[src/shared/mcu_bus_pkg.sv]
package mcu_bus_pkg;

  // Bus clock divider: one bus clock period in core cycles (even, >= 2)
  localparam int          BUS_CLK_DIV      = 4;
  localparam int          HALF_DIV         = BUS_CLK_DIV / 2;

  // Phase lengths in bus clocks
  localparam logic [3:0]  ADDR_SETUP_CLKS  = 4'h1;
  localparam logic [3:0]  ALE_HI_CLKS      = 4'h1;
  localparam logic [3:0]  ALE_HI_WAIT_CLKS = 4'h2;
  localparam logic [3:0]  RD_CS_CLKS       = 4'h1;
  localparam logic [3:0]  RD_CS_WAIT_CLKS  = 4'h3;
  localparam logic [3:0]  DATA_SETUP_CLKS  = 4'h1;
  localparam logic [3:0]  WR_LO_CLKS       = 4'h1;
  localparam logic [3:0]  WR_LO_WAIT_CLKS  = 4'h6;
  localparam logic [3:0]  RD_LO_CLKS       = 4'h1;
  localparam logic [3:0]  RD_LO_WAIT_CLKS  = 4'h5;
  localparam logic [3:0]  HIGH_ADDR_CLKS   = 4'h1;

  // Reset levels
  localparam logic [7:0]  DATA_RST         = 8'h00;
  localparam logic [7:0]  ADDR_RST         = 8'h00;

  typedef enum logic [3:0] {
    ST_IDLE, ST_HIADDR, ST_ADDR, ST_ALE_HI, ST_CS_WAIT, ST_DSETUP,
    ST_STROBE, ST_CS_HOLD, ST_DONE
  } bus_state_t;

endpackage : mcu_bus_pkg

[src/design/mcu_bus_master.sv]
`timescale 1ns/1ps
// Overview of operation
// - An extended write first presents the high address byte.
// - The low address byte is held one bus clock before the latch strobe.
// - Latch strobe is high one bus clock, two on a write when wait-ready is low.
// - On a write the latch strobe falls together with chip select.
// - Write data is driven one bus clock before the write strobe.
// - Write strobe is low one clock, six when wait-ready is low.
// - Chip select releases half a bus clock after the write strobe rises.
// - Write data stays until chip select has released.
// - A read presents the high address byte only in its extended form.
// - Read select falls a clock after latch rise; read strobe a clock later, three when wait-ready is low.
// - On a read the bus is released as the read strobe falls.
// - Read strobe is low one clock, five when wait-ready is low.
// - Half a clock after read strobe rise, select releases, bus drives.
module mcu_bus_master
  import mcu_bus_pkg::*;
(
  // Clock and reset
  input  wire logic       core_clk,
  input  wire logic       rst,
  // Command side
  input  wire logic       cmd_valid,
  input  wire logic       cmd_read,
  input  wire logic       cmd_ext,
  input  wire logic [15:0] cmd_addr,
  input  wire logic [7:0] cmd_wdata,
  output logic            cmd_ready,
  output logic            rd_valid,
  output logic [7:0]      rd_data,
  // Peripheral bus
  output logic [7:0]      ext_addr,
  input  wire logic [7:0] ad_in,
  output logic [7:0]      ad_out,
  output logic            ad_oe_n,
  output logic            ale,
  output logic            cs_n,
  output logic            wr_n,
  output logic            rd_n,
  input  wire logic       wait_ready_in,
  output logic            bus_clock_out
);

  bus_state_t  state_r;
  logic [3:0]  cnt_r;
  logic        is_read_r;
  logic        ext_r;
  logic [15:0] addr_r;
  logic [7:0]  wdata_r;
  logic        rise_tick;
  logic        fall_tick;
  logic        clk_level;

  bus_clk_gen #(.DIV(BUS_CLK_DIV)) u_clk (
    .core_clk  (core_clk),
    .rst       (rst),
    .rise_tick (rise_tick),
    .fall_tick (fall_tick),
    .clk_level (clk_level)
  );

  // Length of a phase picked from wait-ready
  function automatic logic [3:0] pick(input logic slow,
                                      input logic [3:0] fast_n,
                                      input logic [3:0] slow_n);
    pick = slow ? slow_n : fast_n;
  endfunction : pick

  logic        last;
  assign last = (cnt_r == 4'h1);

  ////////////////////////////////////////////////////////////////////////////
  // Sequencer
  always_ff @(posedge core_clk) begin
    if (rst) begin
      state_r   <= ST_IDLE;
      cnt_r     <= 4'h0;
      is_read_r <= 1'b0;
      ext_r     <= 1'b0;
      addr_r    <= 16'h0000;
      wdata_r   <= DATA_RST;
    end else begin
      case (state_r)
        ST_IDLE: begin
          if (cmd_valid && rise_tick) begin
            is_read_r <= cmd_read;
            ext_r     <= cmd_ext;
            addr_r    <= cmd_addr;
            wdata_r   <= cmd_wdata;
            if (cmd_ext) begin
              state_r <= ST_HIADDR;
              cnt_r   <= HIGH_ADDR_CLKS;
            end else begin
              state_r <= ST_ADDR;
              cnt_r   <= ADDR_SETUP_CLKS;
            end
          end
        end
        ST_HIADDR: begin
          if (rise_tick) begin
            state_r <= ST_ADDR;
            cnt_r   <= ADDR_SETUP_CLKS;
          end
        end
        ST_ADDR: begin
          if (rise_tick) begin
            state_r <= ST_ALE_HI;
            cnt_r   <= pick(!wait_ready_in, ALE_HI_CLKS, ALE_HI_WAIT_CLKS);
          end
        end
        ST_ALE_HI: begin
          if (rise_tick) begin
            if (is_read_r) begin
              // Chip select one clock after latch rise, regardless of wait
              state_r <= ST_CS_WAIT;
              cnt_r   <= pick(!wait_ready_in, RD_CS_CLKS, RD_CS_WAIT_CLKS);
            end else if (last || wait_ready_in) begin
              state_r <= ST_DSETUP;
              cnt_r   <= DATA_SETUP_CLKS;
            end else begin
              cnt_r <= cnt_r - 4'h1;
            end
          end
        end
        ST_CS_WAIT: begin
          if (rise_tick) begin
            if (last) begin
              state_r <= ST_STROBE;
              cnt_r   <= pick(!wait_ready_in, RD_LO_CLKS, RD_LO_WAIT_CLKS);
            end else begin
              cnt_r <= cnt_r - 4'h1;
            end
          end
        end
        ST_DSETUP: begin
          if (rise_tick) begin
            state_r <= ST_STROBE;
            cnt_r   <= pick(!wait_ready_in, WR_LO_CLKS, WR_LO_WAIT_CLKS);
          end
        end
        ST_STROBE: begin
          if (rise_tick) begin
            if (last) begin
              state_r <= ST_CS_HOLD;
            end else begin
              cnt_r <= cnt_r - 4'h1;
            end
          end
        end
        ST_CS_HOLD: begin
          if (fall_tick) begin
            state_r <= ST_DONE;
          end
        end
        ST_DONE: begin
          if (rise_tick) begin
            state_r <= ST_IDLE;
          end
        end
        default: begin
          state_r <= ST_IDLE;
        end
      endcase
    end
  end

  ////////////////////////////////////////////////////////////////////////////
  // Registered pins
  always_ff @(posedge core_clk) begin
    if (rst) begin
      ext_addr <= ADDR_RST;
      ad_out   <= DATA_RST;
      ad_oe_n  <= 1'b0;
      ale      <= 1'b0;
      cs_n     <= 1'b1;
      wr_n     <= 1'b1;
      rd_n     <= 1'b1;
      bus_clock_out <= 1'b0;
      cmd_ready <= 1'b0;
    end else begin
      bus_clock_out <= clk_level;
      // Ready drops at the edge that takes the command
      cmd_ready <= (state_r == ST_IDLE) && !(cmd_valid && rise_tick);
      if (state_r == ST_HIADDR) begin
        ext_addr <= addr_r[15:8];
      end
      case (state_r)
        ST_ADDR, ST_ALE_HI, ST_CS_WAIT: ad_out <= addr_r[7:0];
        ST_DSETUP, ST_STROBE, ST_CS_HOLD, ST_DONE: begin
          ad_out <= is_read_r ? addr_r[7:0] : wdata_r;
        end
        default: ad_out <= ad_out;
      endcase
      ale <= (state_r == ST_ALE_HI);
      cs_n <= !((state_r == ST_CS_WAIT) || (state_r == ST_DSETUP) ||
                (state_r == ST_STROBE) || (state_r == ST_CS_HOLD));
      wr_n <= !(state_r == ST_STROBE && !is_read_r);
      rd_n <= !(state_r == ST_STROBE && is_read_r);
      // Read keeps the bus released through the chip select tail
      ad_oe_n <= is_read_r && ((state_r == ST_STROBE) ||
                               (state_r == ST_CS_HOLD));
    end
  end

  ////////////////////////////////////////////////////////////////////////////
  // Read capture at read strobe rise
  always_ff @(posedge core_clk) begin
    if (rst) begin
      rd_data  <= DATA_RST;
      rd_valid <= 1'b0;
    end else begin
      rd_valid <= 1'b0;
      if (state_r == ST_STROBE && is_read_r && rise_tick && last) begin
        rd_data  <= ad_in;
        rd_valid <= 1'b1;
      end
    end
  end

endmodule : mcu_bus_master

[src/design/bus_clk_gen.sv]
`timescale 1ns/1ps
// Bus clock generator: square wave out, enables at rising and mid-period
module bus_clk_gen
  import mcu_bus_pkg::*;
#(
  parameter int DIV = BUS_CLK_DIV
) (
  // Clock and reset
  input  wire logic core_clk,
  input  wire logic rst,
  // Ticks
  output logic      rise_tick,
  output logic      fall_tick,
  output logic      clk_level
);

  logic [7:0] cnt_r;

  always_ff @(posedge core_clk) begin
    if (rst) begin
      cnt_r <= 8'h00;
    end else if (cnt_r == 8'(DIV - 1)) begin
      cnt_r <= 8'h00;
    end else begin
      cnt_r <= cnt_r + 8'h01;
    end
  end

  assign rise_tick = (cnt_r == 8'(DIV - 1));
  assign fall_tick = (cnt_r == 8'(DIV / 2 - 1));
  assign clk_level = (cnt_r < 8'(DIV / 2));

endmodule : bus_clk_gen

[config.mk]
export PLATFORM = sky130hd
export DESIGN_NAME = mcu_bus_master
export DESIGN_NICKNAME = d
export VERILOG_FILES = /design/src/shared/mcu_bus_pkg.sv /design/src/design/mcu_bus_master.sv /design/src/design/bus_clk_gen.sv
export SDC_FILE = /design/constraint.sdc
export NUM_CORES = 1
export LEC_CHECK = 0
export ABC_AREA = 1
export BUFFER_PORTS_ARGS = -buffer_cell sky130_fd_sc_hd__buf_2
export CORE_MARGIN = 10
export CORE_UTILIZATION = 42
export CTS_CLUSTER_DIAMETER = 40
export DETAILED_ROUTE_END_ITERATION = 10
export GPL_TIMING_DRIVEN = 0
export PLACE_DENSITY = 0.63
export SYNTH_ARGS = -nofsm -noshare
export SYNTH_HDL_FRONTEND = slang
export SYNTH_SLANG_ARGS = --single-unit
[constraint.sdc]
create_clock -name core_clk -period 1.8 [get_ports core_clk]
set_input_delay 0 -clock core_clk [delete_from_list [all_inputs] [get_ports core_clk]]
set_output_delay 0 -clock core_clk [all_outputs]
set_load 0.01 [all_outputs]
==> metrics.md <==
| Metric | Value |
|---|---|
| Status | finished, final reports clean |
| Non-filler cells, final | 654 |
| Cell Chain, Critical Path | ha_1 -> inv_1 -> nor2_1 -> nand2_1 -> inv_2 -> nand3_4 -> buf_4 -> o21ai_0 -> a21oi_1 |
| Hold Path Class | primary input to flop |
| Most frequent cells after synthesis | dfxtp_1, a21oi_1, inv_1 |
| CTS max path bufs | 2 |
| Diodes inserted | 0 |
| # setup viols final | 0 |
| Yosys cell types | 30 |
| CTS buffer count | 9 |
| P per Cell Area | 1260 nW/um2 |
| Synth Net Count | 476 |
| TNS Setup | 0 ns |
| Core area | 7290 um2 |
| Inst Count DP | 601 |
| Synth Instances | 434 |
| CP Launch Type | flop |
| GRT Overall Usage | 0.152 |
| Max H-tree Level | 3 |
| Most frequent cell after synthesis | dfxtp_1 |
| Slowest stage delay, CP | 0.36 ns |
| WL final | about 8700 um |
| Top-area cell type share of the netlist area | 0.459 |
| HPWL Detailed | 6310 um |
| CTS Sinks | 73 |
| DRC violations left | 0 |
| Max FO, Critical Path | 10 |
| Syn_area_per_cell | 7.33 um2 |
| Slew @ Worst Pin | 0.450 ns |
| Buffers & Inverters on Critical Path | 3 |
| Clk_skew | 0.0172 ns |
| Fmax | 0.604 GHz |
| Via-to-Cell Ratio | 4.79 |
| Slew headroom | 0.700 |
| Die area | 11500 um2 |
| I/O pin count | 70 |
| TritonCTS clock tree | built |
| Clock Pin Slew Worst Setup and Hold Paths | 0.08 ns |
| Vias in the first global route | 3071 |
| FILL cells | about 700 |
| Clock Root Buffer | clkbuf_8 |
| Number of antenna violations at the first check in global routing | 0 |
| LEAKAGE | 1.87 nW |
| Async S/R FF share, synth | 0 |
| Post-synth top area cell | dfxtp_1 |
| Final Hold Vio Count | 0 |
| Site row count | 31 |
| Max Cap Viol | 0 |
| Average wire per standard cell | 13.3 um |
| Critical Path Sink Type | flop |
| Synth top area cells | dfxtp_1, a21oi_1, o21ai_0, inv_1, nand2_1 |
| First-pass GRT wire length | 14200 um |
| Final Cycle Share | 0.919 |
| Gr ovfl total | 0 |
| Delay-heaviest family, CP | buffers and inverters |
| Fin nets | 592 |
| Critical path class | flop to flop |
| Post-Syn Area | 3180 um2 |
| Clock Latency Late Sink | roughly 0.35 ns |
| FF+latch count, synth | 73 |
| Area grow syn2layout | 32.1% |
| Final Slew Violations | 0 |
| Starting density of the core | 0.436 |
| Die Wd | 107 um |
| DRT Pass-1 Iters | 4 |
| DRT antenna net count | 0 |
| Arr. time, crit path | 1.88 ns |
| EDFF count, synth | 0 |
| Gpl congestion | between 0.8 and 0.9 |
| Ys flop type | dfxtp_1 |
| Chip height | 107 um |
| Share of cells above drive strength 1 | 0.211 |
| Synth warn | 0 |
| Register area share after synthesis | 0.459 |
| Design area | 4200 um2 |
| Largest net degree at the start of global routing | 14 |
| Max VDD drop | about 660 uV |
| Initial drt markers | 103 |
| RSZ-0062 raised after global routing | false |
| IO buf count | 68 |
| CP required | 2.03 ns |
| DP Area | 3640 um2 |
| Final min period | between 1.5 and 2 ns |
| Slowest cell on the critical path | dfxtp_2 |
| Vias | 3130 |
| Final core occ | 0.576 |
## report_power, final
group          total [W]  internal (W)  switching [W]  leakage (nW)
sequential       0.00205       0.00187       0.000178         0.594
clock            0.00113      0.000503       0.000628        0.0827
combinational    0.00214      0.000812        0.00133          1.20
total            0.00532       0.00318        0.00213          1.87
## cell type report
| cell class | instances | area [um2] | area share |
|---|---|---|---|
| clock buffer | 10 | 128 | 0.0304 |
| sequential | 73 | 1470 | 0.349 |
| timing repair buffer | 105 | 708 | 0.169 |
| multi-input combinational | 276 | 1380 | 0.327 |
| inverter | 69 | 259 | 0.0616 |
| buffer | 16 | 100 | 0.0238 |
| tap | 99 | 124 | 0.0295 |
| clock inverter | 6 | 42.5 | 0.0101 |
## final timing paths
path / startpoint / endpoint / slack, ns / cells after the start
hold reg to reg: u_clk.cnt_r[0] / u_clk.cnt_r[0] / 0.44 / 1
setup / recovery: u_clk.cnt_r[1] / addr_r[4] / 0.15 / 9
hold / removal: wait_ready_in / cnt_r[0] / 0.12 / 5
setup reg to reg: u_clk.cnt_r[1] / addr_r[4] / 0.15 / 9
## through the flow
stage                     worst slack [ns]  hold slack [ns]  power (W)
after CTS                           0.0144           0.0854    0.00534
after floorplan                      0.355            0.173    0.00356
after global placement              0.0677            0.263    0.00409
after global routing               0.00477            0.109    0.00575
final                                0.145            0.118    0.00532
after detailed placement          -0.00604            0.279    0.00412
## cell families after synthesis
| group | share of synthesized area |
|---|---|
| AND/OR/NAND/NOR | 0.203 |
| AO/OA/AOI/OAI | 0.200 |
| buffers and inverters | 0.111 |
| flip-flops | 0.459 |
| XOR/XNOR | 0.0110 |
| adder cells (fa/ha/maj) | 0.0157 |
## routing by layer
metal  GRT usage  vias to the layer above  part of all wire
met1       0.178                     1426              0.44
met5           0                        -                 0
met2       0.252                       67              0.49
met4      0.0687                        0             0.013
li1            -                     1628                 -
met3      0.0413                        9             0.053
## flip-flops by register name (all words and copies together), names as in the netlist, 4 cells and up
signal / flops
cnt_r: 4
u_clk.cnt_r: 8
rd_data: 8
addr_r: 16
ad_out: 8
ext_addr: 8
wdata_r: 8
state_r: 4
## tightest hold or removal path, cell delays in order
cell and delay [ns]:
buf_2 0.14, nand2_1 0.07, nand4_1 0.09, nor2_1 0.04
nor2_1 0.08
## timing repair
action / 4_1_cts / 5_1_grt
resized for setup: 1 / 17
setup endpoints to repair: 1 / 31
hold buffers: 36 / 0
setup buffers: 0 / 1
hold endpoints to repair: 36 / 0
## layout by cell type (no fill, tap or decap), types with 3 or more instances in the layout
cell / n
dlygate4sd3_1: 36
nor2_4: 3
buf_2: 71
nor2_1: 44
buf_4: 4
dfxtp_2: 4
nor3_1: 5
inv_1: 66
nand2_1: 58
nand3_1: 16
nand2_2: 5
clkbuf_8: 9
dfxtp_1: 69
o21ai_1: 7
clkbuf_1: 6
o21ai_0: 46
nand4_1: 4
buf_6: 3
a21oi_1: 66
ha_1: 4
inv_2: 3
nor3b_1: 3
(Power assumes the default switching activity.)
